### config.mk
export PLATFORM = sky130hd
export DESIGN_NAME = ols_status_leds
export DESIGN_NICKNAME = d
export VERILOG_FILES = /design/src/ols_pkg.sv /design/src/ols_status_leds.sv
export SDC_FILE = /design/constraint.sdc
export NUM_CORES = 1
export LEC_CHECK = 0
export BUFFER_PORTS_ARGS = -buffer_cell sky130_fd_sc_hd__buf_2
export CAP_MARGIN = 20
export CORE_UTILIZATION = 50
export CTS_CLUSTER_DIAMETER = 120
export DETAILED_ROUTE_END_ITERATION = 7
export PLACE_DENSITY = 0.77
export SLEW_MARGIN = 20
export SYNTH_ARGS = -nofsm -noshare
export SYNTH_HDL_FRONTEND = slang
export SYNTH_SLANG_ARGS = --single-unit
### constraint.sdc
create_clock -name i_clk -period 3.7 [get_ports i_clk]
set_input_delay 0 -clock i_clk [delete_from_list [all_inputs] [get_ports i_clk]]
set_output_delay 0 -clock i_clk [all_outputs]
set_load 0.1 [all_outputs]
### src/ols_pkg.sv
// Purpose: shared constants and types for the optical link status lamps
// Assumes: 200 MHz system clock, 32-bit AHB-Lite register access
// Notes:   lane rate codes and register offsets are used by the top module
package ols_pkg;
    // lane rate code from the link logic
    localparam logic [1:0] RATE_OFF   = 2'h0;
    localparam logic [1:0] RATE_G1    = 2'h1; // 2.5 GT/s
    localparam logic [1:0] RATE_G2    = 2'h2; // 5.0 GT/s
    // configured width codes
    localparam logic [1:0] WID_X1     = 2'h0;
    localparam logic [1:0] WID_X2     = 2'h1;
    localparam logic [1:0] WID_X4     = 2'h2;
    // register byte offsets
    localparam logic [7:0] OFS_CTRL   = 8'h00;
    localparam logic [7:0] OFS_PRESC  = 8'h04;
    localparam logic [7:0] OFS_STAT   = 8'h08;
    localparam logic [7:0] OFS_IRQ_ST = 8'h0c;
    localparam logic [7:0] OFS_IRQ_MK = 8'h10;
    // ctrl fields
    localparam int CTRL_PWR   = 0;
    localparam int CTRL_WID_L = 1;
    // interrupt status bits
    localparam int IRQ_FATAL  = 0;
    localparam int IRQ_LOS    = 1;
    localparam int IRQ_FAIL   = 2;
    localparam int IRQ_LINK   = 3;
    localparam int IRQ_W      = 4;
    // blink timing
    localparam int BLINK_HALF_MS  = 500;
    localparam int CLK_MHZ        = 200;
    localparam int BLINK_HALF_CYC = BLINK_HALF_MS * CLK_MHZ * 1000;
    localparam int CNT_W          = 27;
    // operating mode
    typedef enum logic {MODE_HOST, MODE_REMOTE} ols_mode_t;
    // lane rates from the link logic
    typedef struct packed {
        logic [3:0][1:0] loc_rate;
        logic [3:0][1:0] opt_rate;
    } ols_lanes_t;
    // indicator bundle
    typedef struct packed {
        logic [3:0] loc;
        logic [3:0] opt;
        logic [3:0] fail;
        logic [3:0] xcvr;
        logic [3:0] los;
        logic       fatal;
    } ols_lamps_t;
    // whole module state
    typedef struct packed {
        logic [1:0]       mode_s;   // switch sync chain
        logic [3:0]       pres_s1;
        logic [3:0]       pres_s2;
        logic [3:0]       los_s1;
        logic [3:0]       los_s2;
        logic [CNT_W-1:0] cnt;
        logic             phase;
        ols_lamps_t       lamps;
        logic [3:0]       fail_p;
        logic             link_p;
        logic             pwr_on;
        logic [1:0]       wid;
        logic [CNT_W-1:0] presc;
        logic [IRQ_W-1:0] irq_st;
        logic [IRQ_W-1:0] irq_mk;
        logic             irq;
        logic             wr_pend;
        logic [7:0]       wr_ofs;
        logic [31:0]      rdata;
        logic             sup_o;
        logic             sup_oe;
        logic             rok_o;
        logic             rok_oe;
    } ols_state_t;
endpackage

### src/ols_status_leds.sv
// Purpose: status lamps, sideband pin control and AHB-Lite registers
// Assumes: lane rates and fatal/reset levels come from this clock domain
// Notes:   switch, transceiver present and loss pins are synchronised
//
// Register access over AHB-Lite and the register addresses were left to the implementer.
`timescale 1ns/1ps
module ols_status_leds
    import ols_pkg::*;
#(
    parameter logic [CNT_W-1:0] BLINK_HALF = CNT_W'(BLINK_HALF_CYC)
) (
    // clock and reset
    input  wire logic        i_clk,
    input  wire logic        i_sys_rst,
    // ahb-lite slave
    input  wire logic        hsel,
    input  wire logic [31:0] haddr,
    input  wire logic [1:0]  htrans,
    input  wire logic        hwrite,
    input  wire logic [2:0]  hsize,
    input  wire logic [31:0] hwdata,
    input  wire logic        hready,
    output logic             hreadyout,
    output logic [31:0]      hrdata,
    output logic             hresp,
    // status sources
    input  wire ols_lanes_t  i_lanes,
    input  wire logic        i_fatal_err,
    input  wire logic        i_resets_released,
    input  wire logic        i_mode_select_switch,
    input  wire logic [3:0]  i_xcvr_present,
    input  wire logic [3:0]  i_xcvr_los,
    input  wire logic        i_power_switch_n,
    input  wire logic        i_manual_reset_n,
    // lamps
    output ols_lamps_t       o_lamps,
    output logic             o_link_ok,
    output logic             o_irq,
    // sideband pins
    output logic             o_supply_en_o,
    output logic             o_supply_en_oe,
    output logic             o_resets_released_lamp_n_o,
    output logic             o_resets_released_lamp_n_oe
);
    ols_state_t s_q;      // registered state
    ols_state_t s_d;      // next state
    ols_mode_t  mode;     // synchronised mode
    logic [3:0] act;      // optical lane active
    logic [2:0] n_pres;   // installed fibre count
    logic [2:0] n_need;   // count demanded by width
    logic       link_ok;  // fibre count matches width
    logic       ahb_go;   // valid address phase
    logic [IRQ_W-1:0] ev; // interrupt events this cycle
    logic [IRQ_W-1:0] clr;

    // lamp from rate code and blink phase
    function automatic logic lamp_of(input logic [1:0] r,
                                     input logic ph);
        lamp_of = (r == RATE_G2) | ((r == RATE_G1) & ph);
    endfunction

    // width code to required fibre count
    function automatic logic [2:0] need_of(input logic [1:0] w);
        if (w == WID_X1) begin
            need_of = 3'h1;
        end else if (w == WID_X2) begin
            need_of = 3'h2;
        end else begin
            need_of = 3'h4;
        end
    endfunction

    // register read mux, reserved bits zero
    function automatic logic [31:0] rd_of(input ols_state_t s,
                                          input logic [7:0] a,
                                          input logic lk);
        if (a == OFS_CTRL) begin
            rd_of = {29'h0000_0000, s.wid, s.pwr_on};
        end else if (a == OFS_PRESC) begin
            rd_of = 32'(s.presc);
        end else if (a == OFS_STAT) begin
            rd_of = {22'h00_0000, s.lamps.fatal, lk, s.los_s2,
                     s.pres_s2};
        end else if (a == OFS_IRQ_ST) begin
            rd_of = 32'(s.irq_st);
        end else if (a == OFS_IRQ_MK) begin
            rd_of = 32'(s.irq_mk);
        end else begin
            rd_of = 32'h0000_0000;
        end
    endfunction

    // decoded view of the synchronised pins
    always_comb begin
        mode    = s_q.mode_s[1] ? MODE_REMOTE : MODE_HOST;
        n_pres  = 3'h0;
        for (int i = 0; i < 4; i++) begin
            n_pres = n_pres + {2'h0, s_q.pres_s2[i]};
        end
        n_need  = need_of(s_q.wid);
        // a match needs the right count and port n_need-1 installed
        link_ok = (n_pres == n_need) &
                  (s_q.pres_s2[32'(n_need) - 1]);
        for (int i = 0; i < 4; i++) begin
            act[i] = (i_lanes.opt_rate[i] != RATE_OFF);
        end
        ahb_go  = hsel & hready & htrans[1];
    end

    // next state
    always_comb begin
        s_d = s_q;
        // two-stage synchronisers for pins
        s_d.mode_s  = {s_q.mode_s[0], i_mode_select_switch};
        s_d.pres_s1 = i_xcvr_present;
        s_d.pres_s2 = s_q.pres_s1;
        s_d.los_s1  = i_xcvr_los;
        s_d.los_s2  = s_q.los_s1;
        // shared blink prescaler, one phase for all lamps
        if (s_q.cnt >= s_q.presc - CNT_W'(1)) begin
            s_d.cnt   = '0;
            s_d.phase = ~s_q.phase;
        end else begin
            s_d.cnt   = s_q.cnt + CNT_W'(1);
        end
        // lamps
        for (int i = 0; i < 4; i++) begin
            s_d.lamps.loc[i]  = lamp_of(i_lanes.loc_rate[i],
                                        s_q.phase);
            // optical lamps of lanes beyond the configured width stay dark
            s_d.lamps.opt[i]  = lamp_of(i_lanes.opt_rate[i],
                                s_q.phase) &
                                (3'(i) < n_need);
            s_d.lamps.xcvr[i] = lamp_of(i_lanes.opt_rate[i],
                                s_q.phase) & s_q.pres_s2[i];
            s_d.lamps.fail[i] = s_q.pres_s2[i] & ~act[i];
            s_d.lamps.los[i]  = s_q.los_s2[i];
        end
        s_d.lamps.fatal = s_q.lamps.fatal | i_fatal_err;
        // events for the interrupt status
        ev            = '0;
        ev[IRQ_FATAL] = i_fatal_err & ~s_q.lamps.fatal;
        ev[IRQ_LOS]   = |(s_q.los_s2 & ~s_q.lamps.los);
        ev[IRQ_FAIL]  = |(s_d.lamps.fail & ~s_q.fail_p);
        ev[IRQ_LINK]  = link_ok ^ s_q.link_p;
        s_d.fail_p    = s_d.lamps.fail;
        s_d.link_p    = link_ok;
        // bus write in data phase
        clr = '0;
        if (s_q.wr_pend) begin
            if (s_q.wr_ofs == OFS_CTRL) begin
                s_d.pwr_on = hwdata[CTRL_PWR];
                s_d.wid    = hwdata[CTRL_WID_L +: 2];
            end else if (s_q.wr_ofs == OFS_PRESC) begin
                // zero would wrap to the longest blink period; clamp to one
                s_d.presc  = (hwdata[CNT_W-1:0] == '0) ?
                             CNT_W'(1) : hwdata[CNT_W-1:0];
            end else if (s_q.wr_ofs == OFS_IRQ_ST) begin
                clr        = hwdata[IRQ_W-1:0];
            end else if (s_q.wr_ofs == OFS_IRQ_MK) begin
                s_d.irq_mk = hwdata[IRQ_W-1:0];
            end
        end
        // a new event beats a clear in the same cycle
        s_d.irq_st = (s_q.irq_st & ~clr) | ev;
        s_d.irq    = |(s_d.irq_st & s_d.irq_mk);
        // address phase capture, zero wait state
        s_d.wr_pend = ahb_go & hwrite;
        s_d.wr_ofs  = haddr[7:0];
        if (ahb_go & ~hwrite) begin
            s_d.rdata = rd_of(s_q, haddr[7:0], link_ok);
        end
        // sideband pins by mode
        if (mode == MODE_REMOTE) begin
            s_d.sup_o  = ~s_q.pwr_on;
            s_d.sup_oe = 1'b1;
            s_d.rok_o  = ~i_resets_released;
            s_d.rok_oe = 1'b1;
        end else begin
            // host: released to the board pull-ups
            s_d.sup_o  = 1'b1;
            s_d.sup_oe = 1'b0;
            s_d.rok_o  = 1'b1;
            s_d.rok_oe = 1'b0;
        end
    end

    // power switch and manual reset inputs are only meaningful in remote mode
    // and are consumed by the sequencing logic outside; here
    // they are deliberately left unread in both modes

    // state register
    always_ff @(posedge i_clk or posedge i_sys_rst) begin
        if (i_sys_rst) begin
            s_q        <= '0;
            s_q.presc  <= BLINK_HALF;
            s_q.sup_o  <= 1'b1;
            s_q.rok_o  <= 1'b1;
        end else begin
            s_q        <= s_d;
        end
    end

    // bus response flops
    always_ff @(posedge i_clk or posedge i_sys_rst) begin
        if (i_sys_rst) begin
            hreadyout <= 1'b1;
            hresp     <= 1'b0;
        end else begin
            hreadyout <= 1'b1;
            hresp     <= 1'b0;
        end
    end

    // outputs straight from flops
    assign hrdata  = s_q.rdata;
    assign o_lamps = s_q.lamps;
    assign o_irq   = s_q.irq;
    assign o_link_ok                   = s_q.link_p;
    assign o_supply_en_o               = s_q.sup_o;
    assign o_supply_en_oe              = s_q.sup_oe;
    assign o_resets_released_lamp_n_o  = s_q.rok_o;
    assign o_resets_released_lamp_n_oe = s_q.rok_oe;
endmodule // ols_status_leds

# After elaboration in Yosys (flattened, before gate mapping)
# Index checks and enable logic that the tools add are counted.
# W data, S select, Z words.
[totals]
ff_bits = 152
inputBits = 103
word_cells = 153
[op_classes]
add_sub_neg = 6
magnitude_cmp = 6
eq_ne = 25
muxes = 22
bitwise_logic = 54
reduce_logical = 13
[ops]
columns = ["cell", "count"]
rows = [
  ["$mux W27", 4],
  ["$mux W4", 12],
  ["$lt A32 B3 Y1 const B", 1],
  ["$add A27 B1 Y27 const B", 1],
  ["$ge A27 B27 Y1", 1],
  ["$logic_not A27 Y1", 1],
  ["$sub A27 B1 Y27 const B", 1],
  ["$and A1 B1 Y1", 26],
  ["$eq A8 B4 Y1 const B", 3],
  ["$eq A2 B1 Y1 const B", 9],
  ["$and A4 B4 Y4", 4],
  ["$eq A2 B2 Y1 const B", 8],
  ["$eq A8 B3 Y1 const B", 2],
  ["$eq A8 B5 Y1 const B", 2],
  ["$logic_not A8 Y1", 2],
  ["$not A4 Y4", 3],
  ["$reduce_or A4 Y1", 3],
  ["$mux W10", 1],
  ["$not A1 Y1", 10],
  ["$or A1 B1 Y1", 9],
  ["$reduce_bool A2 Y1", 4],
  ["$lt A1 B3 Y1 const A", 2],
  ["$lt A2 B3 Y1 const A", 2],
  ["$mux W3", 2],
  ["other kinds (12)", 13],
]

# Longest topological paths before layout
[depth]
ltp_word = 11
ltp_mapped = 13
mapped_depth_nobuf = 11

# Least setup slack after synthesis
# Ideal clock, no wire load.
[synth_path]
path_type = "flip-flop to flip-flop"
from = "register s_q[73] in the netlist's numbering"
to = "register s_q[119] in the netlist's numbering"
setup_time_ps = 136
arrival_ps = 3208
t_required_ps = 3564
setup_slack_ps = 356
stages_incl_launch_ff = 13
path_buffers = 2
path_cell_list = "dfrtp_1 or4_1 or4_1 nor2_1 nand2_1 xor2_1 ha_1 nand4_1 nor4_1 a22o_1 clkbuf_1 buf_1 nor3_1"
[synth_rtl]
columns = ["item", "line", "text"]
rows = [
  ["start: declaration", "ols_status_leds.sv:45", "ols_state_t s_q;"],
]

==> impl_metrics.json <==
{
  "outcome": "finished, final reports clean",
  "dieWidth_microns": 125,
  "crit_chain": "or4_1 > or4_1 > nor2_1 > nand2_1 > xor2_1 > ha_1 > nand4_1 > nor4_1 > a22o_1 > buf_4 > nor3_1",
  "wirelength_mm": 18.8,
  "synthFlopType": "dfrtp_1",
  "grt_max_degree": 61,
  "vias": 5842,
  "skew_ns": 0.00861,
  "ys_seq_area_share_pct": 48.8,
  "dpl.hpwl_mm": 12.7,
  "async_reset_ff_share_pct": 100,
  "yosysMostFrequentCell": "dfrtp_1",
  "cts_root_buf": "clkbuf_16",
  "cap_violations": 0,
  "yosys_warnings": 0,
  "cts_num_sinks": 146,
  "clk_pin_slew_ns": 0.06,
  "leakagePower_uw": 0.00427,
  "drc_errors": 0,
  "syn_to_final_growth_pct": 22.6,
  "post_cts_buffers": 0,
  "arrival_ns": 3.75,
  "cpPeakStageDelay_ns": 0.62,
  "p_seq_share_pct": 42.9,
  "combPwrFrac_pct": 11.7,
  "grt_use_total_pct": 25.4,
  "period_share_pct": 93.1,
  "nNetsFinal": 962,
  "fill_cells": 1092,
  "synth_common_cells": "dfrtp_1, buf_4, a22o_1",
  "path_max_fanout": 27,
  "die_h_microns": 125,
  "finalMaxSlewViolations": 0,
  "io-pin-count": 164,
  "antenna_found_initial": 0,
  "gp_congestion": 0.886,
  "fmax_mhz": 290,
  "hp-class": "in -> async",
  "design.die.area_sq_um": 15500,
  "synth-edff-count": 0,
  "relSlewSlack_pct": 45.3,
  "fin_crit_ns": 3.44,
  "setup_viol": 0,
  "ir_worst_vdd_uv": 402,
  "clk_latency_ns": 0.44,
  "cpMaxStageDelayCell": "or4_1",
  "grt-ovfl-total": 0,
  "start_util_pct": 51.5,
  "rsz0062_at_grt": "false",
  "drive_gt1_share_pct": 24.4,
  "synth.distinct_cells": 67,
  "synthCells": 683,
  "dp_cells": 922,
  "cts_tree": "yes",
  "switchingPower_uw": 1070,
  "synth.avg_cell_area_sq_um": 11.0,
  "finalSetupTns_ns": 0,
  "core_area_sq_um": 14600,
  "drt_iter0_drc": 479,
  "seqCellArea_sq_um": 3670,
  "numCtsBuffers": 17,
  "power_density_nw_per_um2": 431,
  "wire_per_inst_microns": 18.3,
  "multiInputGateArea_sq_um": 3210,
  "grt_pass1_wl_mm": 30.7,
  "io_buffers": 121,
  "synth_area_sq_um": 7520,
  "ys_seq_elements": 146,
  "setup.worst_path.start_class": "register",
  "swShare_pct": 27.0,
  "tightest_slew_ns": 0.813,
  "worst_setup_path_end_kind": "register",
  "internal_power_uw": 2900,
  "first_global_vias": 6011,
  "dr.pass1.iters": 5,
  "ys_top_cells_by_area": "dfrtp_1, buf_4, ha_1",
  "post-route-util_pct": 63.2,
  "core.rowCount": 44,
  "clkPwrFrac_pct": 45.3,
  "ctsHtreeMaxLevel": 4,
  "final_antenna_net_count": 0,
  "hold_viol_final": 0,
  "synth_area_leader_cell": "dfrtp_1",
  "clk_path_buf_depth": 2,
  "stdcell_count": 1025,
  "crit_top_cell": "or4_1",
  "worstSetupPathType": "reg -> reg",
  "via_per_inst": 5.70,
  "crit_required_ns": 4.01,
  "yosysTopAreaCellShare_pct": 43.9
}
[final cells by class]
type                            instances  area share, %
Tap cell                              184           2.50
Antenna cell                            1         0.0272
Clock inverter                         14           1.89
Timing Repair Buffer                  199           15.1
Multi-Input combinational cell        438           34.9
Clock buffer                           18           4.77
Sequential cell                       146           39.8
Inverter                               25           1.06
[final timing paths]
check / startpoint / endpoint / slack (ns) / depth (start not counted)
setup / recovery: s_q[73] / s_q[125] / 0.26 / 11
hold / removal: i_sys_rst / o_lamps[13] / 0.1 / 3
setup reg to reg: s_q[73] / s_q[125] / 0.26 / 11
hold reg to reg: s_d[149] / s_q[149] / 0.35 / 0
max in group asynchronous: i_sys_rst / s_q[75] / 2.79 / 4
min in group i_clk: i_xcvr_los[0] / s_d[138] / 0.21 / 2
[cells by family (layout without fill, tap and decap cells)]
kind of cell    count (synthesis)  in the layout  share of synthesized area (%)
other cells                     2              8                         0.0999
compound gates                114            114                           11.5
mux                            18             18                           2.61
buf+inv                       104            256                           8.76
flops                         146            146                           48.8
simple gates                  218            218                           17.1
xor+xnor                       49             49                           5.71
fa+ha+maj                      32             32                           5.43
[power groups by stage]
stage / Combinational (uW) / Sequential (uW) / Clock (uW)
after floorplan: 287 / 1740 / 0
after global placement: 388 / 1730 / 0
after detailed placement: 402 / 1730 / 0
after CTS: 459 / 1700 / 1820
after global routing: 497 / 1710 / 1890
final: 465 / 1700 / 1800
[sequential cells by signal (all words and copies together), names as in the netlist]
name and count:
s_q 84, s_d 13, o_irq 1, o_lamps 17, hrdata 27, o_supply_en_o 1, o_resets_released_lamp_n_oe 1, o_link_ok 1
o_resets_released_lamp_n_o 1
[what timing repair did]
item                                    4_1_cts  5_1_grt
endpoints found under the setup margin        0        1
hold buffers                                 69        0
hold endpoints to repair                    121        0
resized for setup                             0        1
[metrics by stage]
| step | setup slack (ns) | instance area (sq um) | hold slack (ns) | power, uW |
|---|---|---|---|---|
| after floorplan | 0.356 | 7540 | 0.0314 | 2030 |
| after global placement | 0.445 | 7880 | 0.108 | 2110 |
| after detailed placement | 0.277 | 7880 | 0.110 | 2130 |
| after CTS | 0.244 | 9190 | 0.189 | 3980 |
| after global routing | 0.0323 | 9210 | 0.128 | 4100 |
| final | 0.255 | 9220 | 0.0995 | 3970 |
[worst max-delay path, delay by kind of cell, from the launching register on]
| family | cells | cell delay (ns) |
|---|---|---|
| xor+xnor | 1 | 0.15 |
| fa+ha+maj | 1 | 0.33 |
| flops | 1 | 0.44 |
| compound gates | 1 | 0.19 |
| simple gates | 7 | 1.93 |
| buf+inv | 1 | 0.27 |
[layer usage]
| metal | routed length, microns | share of wire (%) | global-route usage [%] |
|---|---|---|---|
| met5 | 0 | 0 | 0 |
| met4 | 567 | 3.0 | 11.2 |
| met2 | 9540 | 51 | 42.8 |
| met3 | 1080 | 5.7 | 5.37 |
| met1 | 7590 | 40 | 31.3 |
[cell usage in the layout, fill, tap and decap left out, types with 3 or more instances in the layout]
| master | n |
|---|---|
| nor4_1 | 10 |
| xor2_1 | 26 |
| a21o_1 | 4 |
| nor2_1 | 26 |
| o21ai_0 | 15 |
| xnor2_1 | 23 |
| a22o_1 | 41 |
| inv_1 | 24 |
| dfrtp_1 | 132 |
| a22oi_1 | 9 |
| o31ai_1 | 5 |
| buf_4 | 7 |
| ha_1 | 31 |
| clkbuf_16 | 17 |
| nor3b_1 | 5 |
| nand2_1 | 34 |
| and2_1 | 4 |
| nor2b_1 | 15 |
| nand2b_1 | 9 |
| nor3_1 | 37 |
| mux2_2 | 13 |
| nand3_1 | 19 |
| dfstp_2 | 14 |
| and3_1 | 6 |
| conb_1 | 7 |
| nor4_2 | 4 |
| bufinv_16 | 3 |
| nand4_1 | 17 |
| a32o_1 | 3 |
| dlygate4sd3_1 | 69 |
| buf_2 | 121 |
| clkinv_2 | 3 |
| a211o_1 | 3 |
| a21oi_1 | 14 |
| or4_1 | 6 |
| a211oi_1 | 3 |
| inv_6 | 5 |
| and4_1 | 4 |
| nand3b_1 | 3 |
| mux2i_1 | 5 |
Power figures use the tool's default switching activity.
